<file path="config.mk">
export PLATFORM = sky130hd
export DESIGN_NAME = uetc_top
export DESIGN_NICKNAME = d
export VERILOG_FILES = /design/src/pkg/uetc_pkg.sv /design/src/verilog/uetc_top.sv
export VERILOG_INCLUDE_DIRS = /design/src /design/src/pkg
export SDC_FILE = /design/constraint.sdc
export NUM_CORES = 1
export LEC_CHECK = 0
export BUFFER_PORTS_ARGS = -buffer_cell sky130_fd_sc_hd__buf_2
export CAP_MARGIN = 20
export CORE_UTILIZATION = 32
export DETAILED_ROUTE_END_ITERATION = 10
export HOLD_SLACK_MARGIN = 0.05
export RECOVER_POWER = 50
export SLEW_MARGIN = 10
export SYNTH_ARGS = -nofsm -noshare
export SYNTH_HDL_FRONTEND = slang
export SYNTH_SLANG_ARGS = --single-unit
</file>
<file path="constraint.sdc">
create_clock -name hclk -period 2.9 [get_ports hclk]
set_clock_uncertainty 0.1 [all_clocks]
set_input_delay 0.58 -clock hclk [delete_from_list [all_inputs] [get_ports hclk]]
set_output_delay 0.58 -clock hclk [all_outputs]
set_load 0.1 [all_outputs]
</file>
<file path="src/pkg/uetc_map.svh">
// Purpose: register indices, field positions and reset values
//          of the endpoint toggle and address control block.
// Assumes: registers sit at byte address four times the index.
// Notes:   types live in uetc_pkg.

`ifndef UETC_MAP_SVH
`define UETC_MAP_SVH

`define UETC_IDX_TOGGLE_CONTROL   16'hC7D7
`define UETC_IDX_FRAME_LOW        16'hC7D8
`define UETC_IDX_FRAME_HIGH       16'hC7D9
`define UETC_IDX_FUNCTION_ADDRESS 16'hC7DB
`define UETC_IDX_PAIRING          16'hC7DD
`define UETC_IDX_IN_ENABLE        16'hC7DE

`define UETC_TOG_VALUE_BIT 7
`define UETC_TOG_SET_BIT   6
`define UETC_TOG_RESET_BIT 5
`define UETC_TOG_DIR_BIT   4
`define UETC_ZERO_LEN_BIT  7
`define UETC_EP_LAST       3'h5
`define UETC_ISO_EP        4'h8
`define UETC_EP_MSB        2
`define UETC_PAIR_MSB      4
`define UETC_EN_MSB        5
`define UETC_IDX_MSB       17
`define UETC_IDX_LSB       2

`define UETC_ZERO_BYTE  8'h00
`define UETC_ZERO_WORD  32'h0000_0000
`define UETC_HRESP_OKAY 1'b0

`endif

</file>
<file path="src/pkg/uetc_pkg.sv">
// Purpose: shared types of the endpoint toggle and address control block.
// Assumes: nothing beyond uetc_map.svh.
// Notes:   bus states are Gray coded along idle, write, read, read-out.
package uetc_pkg;
    typedef enum logic [1:0] {
        UETC_IDLE = 2'h0,
        UETC_WR   = 2'h1,
        UETC_RD   = 2'h3,
        UETC_RDO  = 2'h2
    } uetc_bus_type;
endpackage

</file>
<file path="src/verilog/uetc_top.sv">
// Purpose: AHB-Lite register file for data toggles, frame number,
//          function address, pairing and IN enables, plus token filter.
// Assumes: USB core signals arrive on hclk; one-cycle pulses.
// Notes:   reads take one wait state, writes none.
`timescale 1ns/10ps
`include "uetc_map.svh"

module uetc_top (
    input  wire logic        hclk,
    input  wire logic        hresetn,
    input  wire logic        hsel,
    input  wire logic [31:0] haddr,
    input  wire logic [1:0]  htrans,
    input  wire logic        hwrite,
    input  wire logic [2:0]  hsize,
    input  wire logic [31:0] hwdata,
    input  wire logic        hready,
    output logic             hreadyout,
    output logic [31:0]      hrdata,
    output logic             hresp,

    input  wire logic        sof_valid,
    input  wire logic [10:0] sof_frame,
    input  wire logic        addr_valid,
    input  wire logic [6:0]  addr_value,

    input  wire logic        tok_valid,
    input  wire logic        tok_in,
    input  wire logic [6:0]  tok_addr,
    input  wire logic [3:0]  tok_ep,
    input  wire logic        iso_in_empty,

    input  wire logic        done_valid,
    input  wire logic        done_in,
    input  wire logic [2:0]  done_ep,

    output logic             tok_answer,
    output logic             iso_zero_length,
    output logic             tok_toggle,

    output logic             pair_bulk_out_four_five,
    output logic             pair_bulk_out_two_three,
    output logic             pair_bulk_in_six_seven,
    output logic             pair_bulk_in_four_five,
    output logic             pair_bulk_in_two_three,
    output logic [5:0]       in_endpoint_enable
);

    // Bus side state
    uetc_pkg::uetc_bus_type state_ff;
    uetc_pkg::uetc_bus_type nxt_state;
    logic [15:0] idx_ff;
    logic        ok_ff;
    logic        ready_ff;
    logic [31:0] rdata_ff;

    // Register contents
    logic [5:0]  tog_in_ff;
    logic [5:0]  tog_out_ff;
    logic [5:0]  nxt_tog_in;
    logic [5:0]  nxt_tog_out;
    logic        dir_ff;
    logic [2:0]  ep_ff;
    logic [10:0] frame_ff;
    logic [6:0]  fnaddr_ff;
    logic        zero_len_ff;
    logic [4:0]  pair_ff;
    logic [5:0]  in_en_ff;

    // Token answer
    logic        answer_ff;
    logic        zlp_ff;
    logic        tok_tog_ff;

    // Address phase decode
    wire         take;
    wire         addr_ok;
    wire [15:0]  idx_now;

    // hsize is not decoded; only whole words are mapped
    assign take    = hsel & hready & htrans[1];
    assign idx_now = haddr[`UETC_IDX_MSB:`UETC_IDX_LSB];
    // Upper bits must be zero so no alias of the map hits
    assign addr_ok = (haddr[31:(`UETC_IDX_MSB + 1)] == 14'h0000) &
                     (haddr[(`UETC_IDX_LSB - 1):0] == 2'h0);

    // Data phase decode on the latched index
    wire         wr_phase;
    wire         hit_tog;
    wire         hit_flo;
    wire         hit_fhi;
    wire         hit_fna;
    wire         hit_pair;
    wire         hit_inen;

    assign wr_phase = (state_ff == uetc_pkg::UETC_WR);
    assign hit_tog  = ok_ff & (idx_ff == `UETC_IDX_TOGGLE_CONTROL);
    assign hit_flo  = ok_ff & (idx_ff == `UETC_IDX_FRAME_LOW);
    assign hit_fhi  = ok_ff & (idx_ff == `UETC_IDX_FRAME_HIGH);
    assign hit_fna  = ok_ff & (idx_ff == `UETC_IDX_FUNCTION_ADDRESS);
    assign hit_pair = ok_ff & (idx_ff == `UETC_IDX_PAIRING);
    assign hit_inen = ok_ff & (idx_ff == `UETC_IDX_IN_ENABLE);

    // Write strobes; frame and address registers have none
    wire         wr_tog;
    wire         wr_pair;
    wire         wr_inen;

    assign wr_tog  = wr_phase & hit_tog;
    assign wr_pair = wr_phase & hit_pair;
    assign wr_inen = wr_phase & hit_inen;

    // Toggle control write fields
    wire [2:0]   w_ep;
    wire         w_dir;
    wire         w_set;
    wire         w_rst;
    wire         w_ep_ok;

    assign w_ep    = hwdata[`UETC_EP_MSB:0];
    assign w_dir   = hwdata[`UETC_TOG_DIR_BIT];
    assign w_set   = hwdata[`UETC_TOG_SET_BIT];
    assign w_rst   = hwdata[`UETC_TOG_RESET_BIT];
    assign w_ep_ok = (w_ep <= `UETC_EP_LAST);

    // Pairing and enable write fields
    wire         w_zero_len;
    wire [4:0]   w_pair;
    wire [5:0]   w_en;

    assign w_zero_len = hwdata[`UETC_ZERO_LEN_BIT];
    assign w_pair     = hwdata[`UETC_PAIR_MSB:0];
    assign w_en       = hwdata[`UETC_EN_MSB:0];

    // Selected toggle; numbers six and seven read DATA0
    wire         sel_ok;
    wire         sel_tog;

    assign sel_ok  = (ep_ff <= `UETC_EP_LAST);
    assign sel_tog = !sel_ok ? 1'b0 :
                     dir_ff  ? tog_in_ff[ep_ff] :
                               tog_out_ff[ep_ff];

    // Read values
    wire [7:0]   rd_tog;
    wire [7:0]   rd_flo;
    wire [7:0]   rd_fhi;
    wire [7:0]   rd_fna;
    wire [7:0]   rd_pair;
    wire [7:0]   rd_inen;
    wire [7:0]   rd_byte;

    // Set and reset bits are actions and read back as zero
    assign rd_tog  = {sel_tog, 2'h0, dir_ff, 1'b0, ep_ff};
    assign rd_flo  = frame_ff[7:0];
    assign rd_fhi  = {5'h00, frame_ff[10:8]};
    assign rd_fna  = {1'b0, fnaddr_ff};
    assign rd_pair = {zero_len_ff, 2'h0, pair_ff};
    assign rd_inen = {2'h0, in_en_ff};

    assign rd_byte = hit_tog  ? rd_tog  :
                     hit_flo  ? rd_flo  :
                     hit_fhi  ? rd_fhi  :
                     hit_fna  ? rd_fna  :
                     hit_pair ? rd_pair :
                     hit_inen ? rd_inen :
                                `UETC_ZERO_BYTE;

    // Bus phases; a read waits one cycle so the toggle bit
    // reflects a selection written by the transfer just before
    always_comb begin
        nxt_state = uetc_pkg::UETC_IDLE;
        case (state_ff)
            uetc_pkg::UETC_RD: begin
                nxt_state = uetc_pkg::UETC_RDO;
            end
            default: begin
                if (take) begin
                    nxt_state = hwrite ? uetc_pkg::UETC_WR
                                       : uetc_pkg::UETC_RD;
                end
            end
        endcase
    end

    always_ff @(posedge hclk or negedge hresetn) begin
        if (!hresetn) begin
            state_ff <= uetc_pkg::UETC_IDLE;
            ready_ff <= 1'b1;
        end else begin
            state_ff <= nxt_state;
            ready_ff <= (nxt_state != uetc_pkg::UETC_RD);
        end
    end

    always_ff @(posedge hclk or negedge hresetn) begin
        if (!hresetn) begin
            idx_ff <= 16'h0000;
            ok_ff  <= 1'b0;
        end else if (take) begin
            idx_ff <= idx_now;
            ok_ff  <= addr_ok;
        end
    end

    // Unmapped reads return zero
    always_ff @(posedge hclk or negedge hresetn) begin
        if (!hresetn) begin
            rdata_ff <= `UETC_ZERO_WORD;
        end else if (state_ff == uetc_pkg::UETC_RD) begin
            rdata_ff <= {24'h000000, rd_byte};
        end
    end

    // Toggle selection; software writes it before reading
    always_ff @(posedge hclk or negedge hresetn) begin
        if (!hresetn) begin
            dir_ff <= 1'b0;
            ep_ff  <= 3'h0;
        end else if (wr_tog) begin
            dir_ff <= w_dir;
            ep_ff  <= w_ep;
        end
    end

    // Data toggles; a software force beats a transfer flip
    // in the same cycle, since firmware forces on purpose
    always_comb begin
        nxt_tog_in  = tog_in_ff;
        nxt_tog_out = tog_out_ff;
        if (done_valid && (done_ep <= `UETC_EP_LAST)) begin
            if (done_in) begin
                nxt_tog_in[done_ep] = ~tog_in_ff[done_ep];
            end else begin
                nxt_tog_out[done_ep] = ~tog_out_ff[done_ep];
            end
        end
        if (wr_tog && w_ep_ok && (w_set || w_rst)) begin
            if (w_dir) begin
                nxt_tog_in[w_ep] = w_set;
            end else begin
                nxt_tog_out[w_ep] = w_set;
            end
        end
    end

    always_ff @(posedge hclk or negedge hresetn) begin
        if (!hresetn) begin
            tog_in_ff  <= 6'h00;
            tog_out_ff <= 6'h00;
        end else begin
            tog_in_ff  <= nxt_tog_in;
            tog_out_ff <= nxt_tog_out;
        end
    end

    // Frame number; only the core writes it
    always_ff @(posedge hclk or negedge hresetn) begin
        if (!hresetn) begin
            frame_ff <= 11'h000;
        end else if (sof_valid) begin
            frame_ff <= sof_frame;
        end
    end

    // Function address; only the core writes it
    always_ff @(posedge hclk or negedge hresetn) begin
        if (!hresetn) begin
            fnaddr_ff <= 7'h00;
        end else if (addr_valid) begin
            fnaddr_ff <= addr_value;
        end
    end

    // Pairing and iso policy
    always_ff @(posedge hclk or negedge hresetn) begin
        if (!hresetn) begin
            zero_len_ff <= 1'b0;
            pair_ff     <= 5'h00;
        end else if (wr_pair) begin
            zero_len_ff <= w_zero_len;
            pair_ff     <= w_pair;
        end
    end

    always_ff @(posedge hclk or negedge hresetn) begin
        if (!hresetn) begin
            in_en_ff <= 6'h00;
        end else if (wr_inen) begin
            in_en_ff <= w_en;
        end
    end

    // Token filter
    wire         tok_match;
    wire         tok_low;
    wire         tok_iso;
    wire         tok_ok_in;
    wire         tok_zlp;
    wire         tok_sel_tog;

    assign tok_match = (tok_addr == fnaddr_ff);
    assign tok_low   = (tok_ep <= {1'b0, `UETC_EP_LAST});
    assign tok_iso   = (tok_ep == `UETC_ISO_EP);
    assign tok_zlp   = tok_in & tok_iso & iso_in_empty & zero_len_ff;

    // Empty iso without the bit stays silent
    assign tok_ok_in = !tok_in  ? 1'b1 :
                       tok_low  ? in_en_ff[tok_ep[2:0]] :
                       tok_iso  ? (~iso_in_empty | zero_len_ff) :
                                  1'b1;

    assign tok_sel_tog = !tok_low ? 1'b0 :
                         tok_in   ? tog_in_ff[tok_ep[2:0]] :
                                    tog_out_ff[tok_ep[2:0]];

    // Registered answer costs a cycle but keeps the outputs clean
    always_ff @(posedge hclk or negedge hresetn) begin
        if (!hresetn) begin
            answer_ff  <= 1'b0;
            zlp_ff     <= 1'b0;
            tok_tog_ff <= 1'b0;
        end else begin
            answer_ff  <= tok_valid & tok_match & tok_ok_in;
            zlp_ff     <= tok_valid & tok_match & tok_zlp;
            tok_tog_ff <= tok_sel_tog;
        end
    end

    // Outputs straight from flip-flops, except hresp, which is tied to OKAY
    assign hreadyout               = ready_ff;
    assign hrdata                  = rdata_ff;
    assign hresp                   = `UETC_HRESP_OKAY;
    assign tok_answer              = answer_ff;
    assign iso_zero_length         = zlp_ff;
    // Toggle follows every cycle; only meaningful with an answer
    assign tok_toggle              = tok_tog_ff;
    assign pair_bulk_out_four_five = pair_ff[4];
    assign pair_bulk_out_two_three = pair_ff[3];
    assign pair_bulk_in_six_seven  = pair_ff[2];
    assign pair_bulk_in_four_five  = pair_ff[1];
    assign pair_bulk_in_two_three  = pair_ff[0];
    assign in_endpoint_enable      = in_en_ff;

endmodule
</file>
## Yosys cells after proc, flatten, opt, wreduce, memory -nomap -nowiden

Index checks and enable logic that the tools add are counted.

| storage, ports and cells | value |
|---|---|
| memories kept | 0 |
| memory bits (writable) | 0 |
| flip-flop bits (word level) | 77 |
| ROM bits | 0 |
| latch bits | 0 |
| word-level logic and storage cells | 114 |
| input port bits | 113 |

| cells by class | value |
|---|---|
| bitwise logic cells | 22 |
| divide/modulo/power cells | 0 |
| $lt $le $gt $ge | 10 |
| reduce and logical (&&, ||, !) cells | 8 |
| muxes and demuxes | 46 |
| multipliers | 0 |
| equality and inequality tests | 11 |
| shift operators | 0 |
| add/sub/neg operators | 0 |

Operators by type and width:

| kind | count |
|---|---|
| $eq A16 B16 Y1 const B | 6 |
| $mux W6 | 9 |
| $mux W8 | 5 |
| $bwmux W6 | 4 |
| $bmux W1 S3 | 7 |
| $and A1 B1 Y1 | 18 |
| $lt A3 B4 Y1 const B | 4 |
| $mux W1 | 16 |
| $logic_not A14 Y1 | 1 |
| $le A3 B3 Y1 const B | 3 |
| $eq A7 B7 Y1 | 1 |
| $demux W1 S3 | 2 |
| $ge A3 B1 Y1 const B | 2 |
| $mux W2 | 3 |
| $logic_and A1 B1 Y1 | 5 |
| $eq A4 B4 Y1 const B | 1 |
| $le A4 B3 Y1 const B | 1 |
| $not A1 Y1 | 3 |
| $eq A2 B1 Y1 const B | 1 |
| $eq A2 B2 Y1 const B | 1 |
| $logic_not A2 Y1 | 1 |
| $ne A2 B2 Y1 const B | 1 |
| $logic_or A1 B1 Y1 | 1 |
| $or A1 B1 Y1 | 1 |

## Logic depth before layout (Yosys ltp)

| logic depth | value |
|---|---|
| depth in word-level cells | 10 |
| depth in mapped cells | 8 |

## Worst setup path after synthesis

No wires, ideal clock.

| timing | value |
|---|---|
| kind | reg2reg |
| start point | register idx_ff[12] |
| end point | register tog_out_ff[2] |
| buffers on the path | 2 |
| data arrival time | 2.158 ns |
| data required time | 2.721 ns |
| library setup time | 0.079 ns |
| setup slack | 0.563 ns |
| stages on the path, launching flop included | 9 |
| cell sequence | dfrtp_1 and4bb_2 nand2_4 or4_1 buf_2 or3b_1 buf_6 nor2_4 mux2i_1 |

| between the ends | value |
|---|---|
| longest elaborated chain between the ends | 6 |

RTL lines:

| what | RTL line | text |
|---|---|---|
| from (decl) | uetc_top.sv:52 | `logic [15:0] idx_ff;` |
| from (signal assigned) | uetc_top.sv:201 | `idx_ff <= idx_now;` |
| $eq A16 B16 Y1 (no source line) | n/a |  |
| $and A1 B1 Y1 | uetc_top.sv:97 | `` assign hit_tog = ok_ff & (idx_ff == `UETC_IDX_TOGGLE_CONTROL); `` |
| $and A1 B1 Y1 | uetc_top.sv:109 | `assign wr_tog = wr_phase & hit_tog;` |
| $logic_and A1 B1 Y1 (2 in series) | uetc_top.sv:238 | `if (wr_tog && w_ep_ok && (w_set \|\| w_rst)) begin` |
| $mux W6 | uetc_top.sv:238 |  |
| named net nxt_tog_out[2] | uetc_top.sv:61 | `logic [5:0] nxt_tog_out;` |
| to (signal assigned) | uetc_top.sv:253 | `tog_out_ff <= nxt_tog_out;` |
| to (decl) | uetc_top.sv:59 | `logic [5:0] tog_out_ff;` |

The timed path passes the listed nets, and every way through them passes these cells.
A chain may end at the register's enable or synchronous reset.

## Worst setup path in the final report

| timing | value |
|---|---|
| start point | register idx_ff[13] |
| end point | register tog_in_ff[2] |

| between the ends | value |
|---|---|
| longest elaborated chain between the ends | 6 |

RTL lines:

| what | RTL line | text |
|---|---|---|
| $eq A16 B16 Y1 (no source line) | n/a |  |
| $and A1 B1 Y1 | uetc_top.sv:97 |  |
| $and A1 B1 Y1 | uetc_top.sv:109 |  |
| $logic_and A1 B1 Y1 (2 in series) | uetc_top.sv:238 |  |
| $mux W6 | uetc_top.sv:238 |  |
| named net nxt_tog_in[2] | uetc_top.sv:60 | `logic [5:0] nxt_tog_in;` |
| to (signal assigned) | uetc_top.sv:252 | `tog_in_ff <= nxt_tog_in;` |
| to (decl) | uetc_top.sv:58 | `logic [5:0] tog_in_ff;` |

The timed path passes the listed nets, and every way through them passes these cells.

==> metrics.md <==
| Metric | Value |
|---|---|
| Status | finished, violations left |
| Failing checks | capacitance limit, slew limit |
| Starting density of the core | 33.3% |
| Top FF cell, synth | dfrtp_1 |
| Final Worst Setup Slack | 0.305 ns |
| CP Capture Type | register |
| Port Buffers | 107 |
| CTS clk-pin slew, worst paths | 0.06 ns |
| DR vias/cell | 5.00 |
| Initial DRC count | 156 |
| Post-Syn Area | 4270 um2 |
| DRC | 0 |
| F_max | 385 MHz |
| Net count, final | 607 |
| Number of nets with antenna violations after routing | 0 |
| Max_cap viols | 1 |
| HP Class | in2reg |
| Critical Path RT | 3.01 ns |
| Overflow after GRT | 0 |
| CTS Buffer Depth | 2 |
| Via count of the first global-routing pass | 3359 |
| Fin. Hold Viols | 0 |
| Placed insts | 655 |
| Area share of the largest cell type after synthesis | 44.6% |
| Layout cells sized above 1 | 39.9% |
| IO Count | 161 |
| Post-Route WL | 10700 um |
| Setup_tns | 0 ns |
| First-pass GRT wire length | 17400 um |
| Via count | 3352 |
| Worst Path Max Fanout | 7 |
| CTS Hold Bufs | 0 |
| LEAKAGE | 2.27 nW |
| Post-synthesis sequential area ratio | 45.2% |
| Reg-to-Reg Start | idx_ff[13] |
| Final worst path period share | 89.5% |
| Peak supply drop | 0.287 mV |
| Pre-antenna DRT Iters | 4 |
| Placer Congestion | 0.794 |
| CTS tree | built |
| N_diodes | 0 |
| Critical Path Start | idx_ff[13] |
| Setup crit start kind | register |
| Count leader, synth | dfrtp_1 |
| Core box area | 12800 um2 |
| R2r setup slk | 0.30 ns |
| Height of the die | 117 um |
| Row Count | 41 |
| Data arrival, critical path | 2.71 ns |
| Syn Inst Count | 386 |
| Asr flop ratio synth | 100% |
| P per Cell Area | 633 nW/um2 |
| Worst setup path endpoint | tog_in_ff[2] |
| HPWL after DPL | 8470 um |
| Syn_area_per_cell | 11.1 um2 |
| Register bit total from synthesis | 77 |
| Post-CTS Resized | 0 |
| Final Non-Filler Cells | 671 |
| Post-CTS setup buffer count | 0 |
| Period minus WS final | 2.60 ns |
| Worst R2R Path Depth | 6 |
| Pin count of the biggest net entering global routing | 43 |
| Place WS | 0.324 ns |
| Crit Reg-Reg Endpoint | tog_in_ff[2] |
| Die Area | 13800 um2 |
| Routed wire length per instance | 16.0 um |
| Post-synth top cells | dfrtp_1 (76), mux2_2 (58), buf_4 (25), nor2_1 (25), o21ai_0 (23) |
| Worst slew margin | -48.2% |
| GRT Total Usage | 16.2% |
| CTS Buf Count | 9 |
| Worst slew pin tran | 2.22 ns |
| Area contributors post-synth | dfrtp_1 (45%), mux2_2 (15%), buf_4 (4.4%) |
| Clock root cell | clkbuf_16 |
| Setup-failing EPs final | 0 |
| RSZ-0062 raised after global routing | no |
| Ys Warns | 0 |
| Cell accounting for the most synthesized area | dfrtp_1 |
| Clk Latency, worst-skew pair | 0.34 ns |
| Setup Crit Path Kind | reg2reg |
| Number of synthesized flops with an enable pin | 0 |
| H-tree depth | 3 |
| Area growth syn-to-layout | 21.9% |
| Pins Over Slew Limit | 43 |
| Synth unique cells | 50 |
| Initial antenna violation count | 0 |
| Clock Sinks | 77 |
| Die W | 117 um |
-- registers in the layout, indices dropped and copies added, names as in the netlist, 3 cells and up --
| signal | count |
|---|---|
| ep_ff | 3 |
| fnaddr_ff | 7 |
| frame_ff | 11 |
| hrdata | 8 |
| idx_ff | 16 |
| in_endpoint_enable | 6 |
| pair_ff | 5 |
| tog_in_ff | 6 |
| tog_out_ff | 6 |
-- cells in the final DEF (no fill, tap or decap), types with 9 or more instances in the layout --
cell type  synthesis  final
conb_1             1     25
nor2_1            25     25
dfrtp_1           76     76
buf_2              2    104
clkbuf_16          0      9
nand3_1            9      9
nand2_1           21     21
mux2_2            58     58
o21ai_0           23     23
mux2i_1           13     13
-- per-stage QoR --
stage | power (mW) | hold WS (ns) | util (%) | area [um2]
after floorplan | 1.97 | 0.184 | - | 4360
after global placement | 2.17 | 0.360 | 38.3 | 4910
after detailed placement | 2.19 | 0.369 | 38.3 | 4910
after CTS | 3.32 | 0.130 | 40.6 | 5210
after global routing | 3.44 | 0.337 | 40.6 | 5200
final | 3.29 | 0.336 | 40.6 | 5200
-- cells by family (layout without fill, tap and decap cells) --
group,after synthesis,in the layout,synth area share [%]
multiplexers,78,78,22.0
AO/OA/AOI/OAI,60,60,9.03
buffers and inverters,46,135,6.48
AND/OR/NAND/NOR,117,117,15.7
other,1,25,0.0879
XOR/XNOR,7,7,1.44
flip-flops,77,77,45.2
-- critical path, cell delays in order (launching register included) --
cell and delay, ns:
dfrtp_1 0.38, and4bb_2 0.39, nand2_4 0.10, or4_1 0.65
or3b_1 0.55, o21ai_1 0.21, o21ai_1 0.09
-- cell type report --
type                    count  area, um2
clock buffers              10        239
clock inverters             6       62.6
fillers                  1264       7620
inverters                   5       18.8
multi-input cells         287       2150
flip-flops and latches     77       1930
well taps                 172        215
repair buffers            114        584
-- power breakdown --
part | leakage [nW] | total [mW] | switching (mW) | internal (mW)
sequential | 0.938 | 1.38 | 0.160 | 1.22
clock | 0.140 | 1.12 | 0.434 | 0.685
combinational | 1.19 | 0.790 | 0.505 | 0.285
total | 2.27 | 3.29 | 1.10 | 2.19
-- per-layer routing --
layer  up-vias  wire length (um)  GRT usage, %
met4         0               165          5.69
met1      1599              5070          21.6
met2       132              4680          24.5
met5         -                 0             0
met3        15               814          5.57
li1       1606                 -             -
-- worst min-delay path by stage --
stage,from,end,cells after the start
after global routing,tok_ep[3],tok_toggle,2
final,tok_ep[3],tok_toggle,2
after global placement,hrdata[5],hrdata[5],2
after detailed placement,hrdata[4],hrdata[4],2
after floorplan,hresetn,dir_ff,0
after CTS,hresetn,idx_ff[4],1
Power figures use the tool's default switching activity.
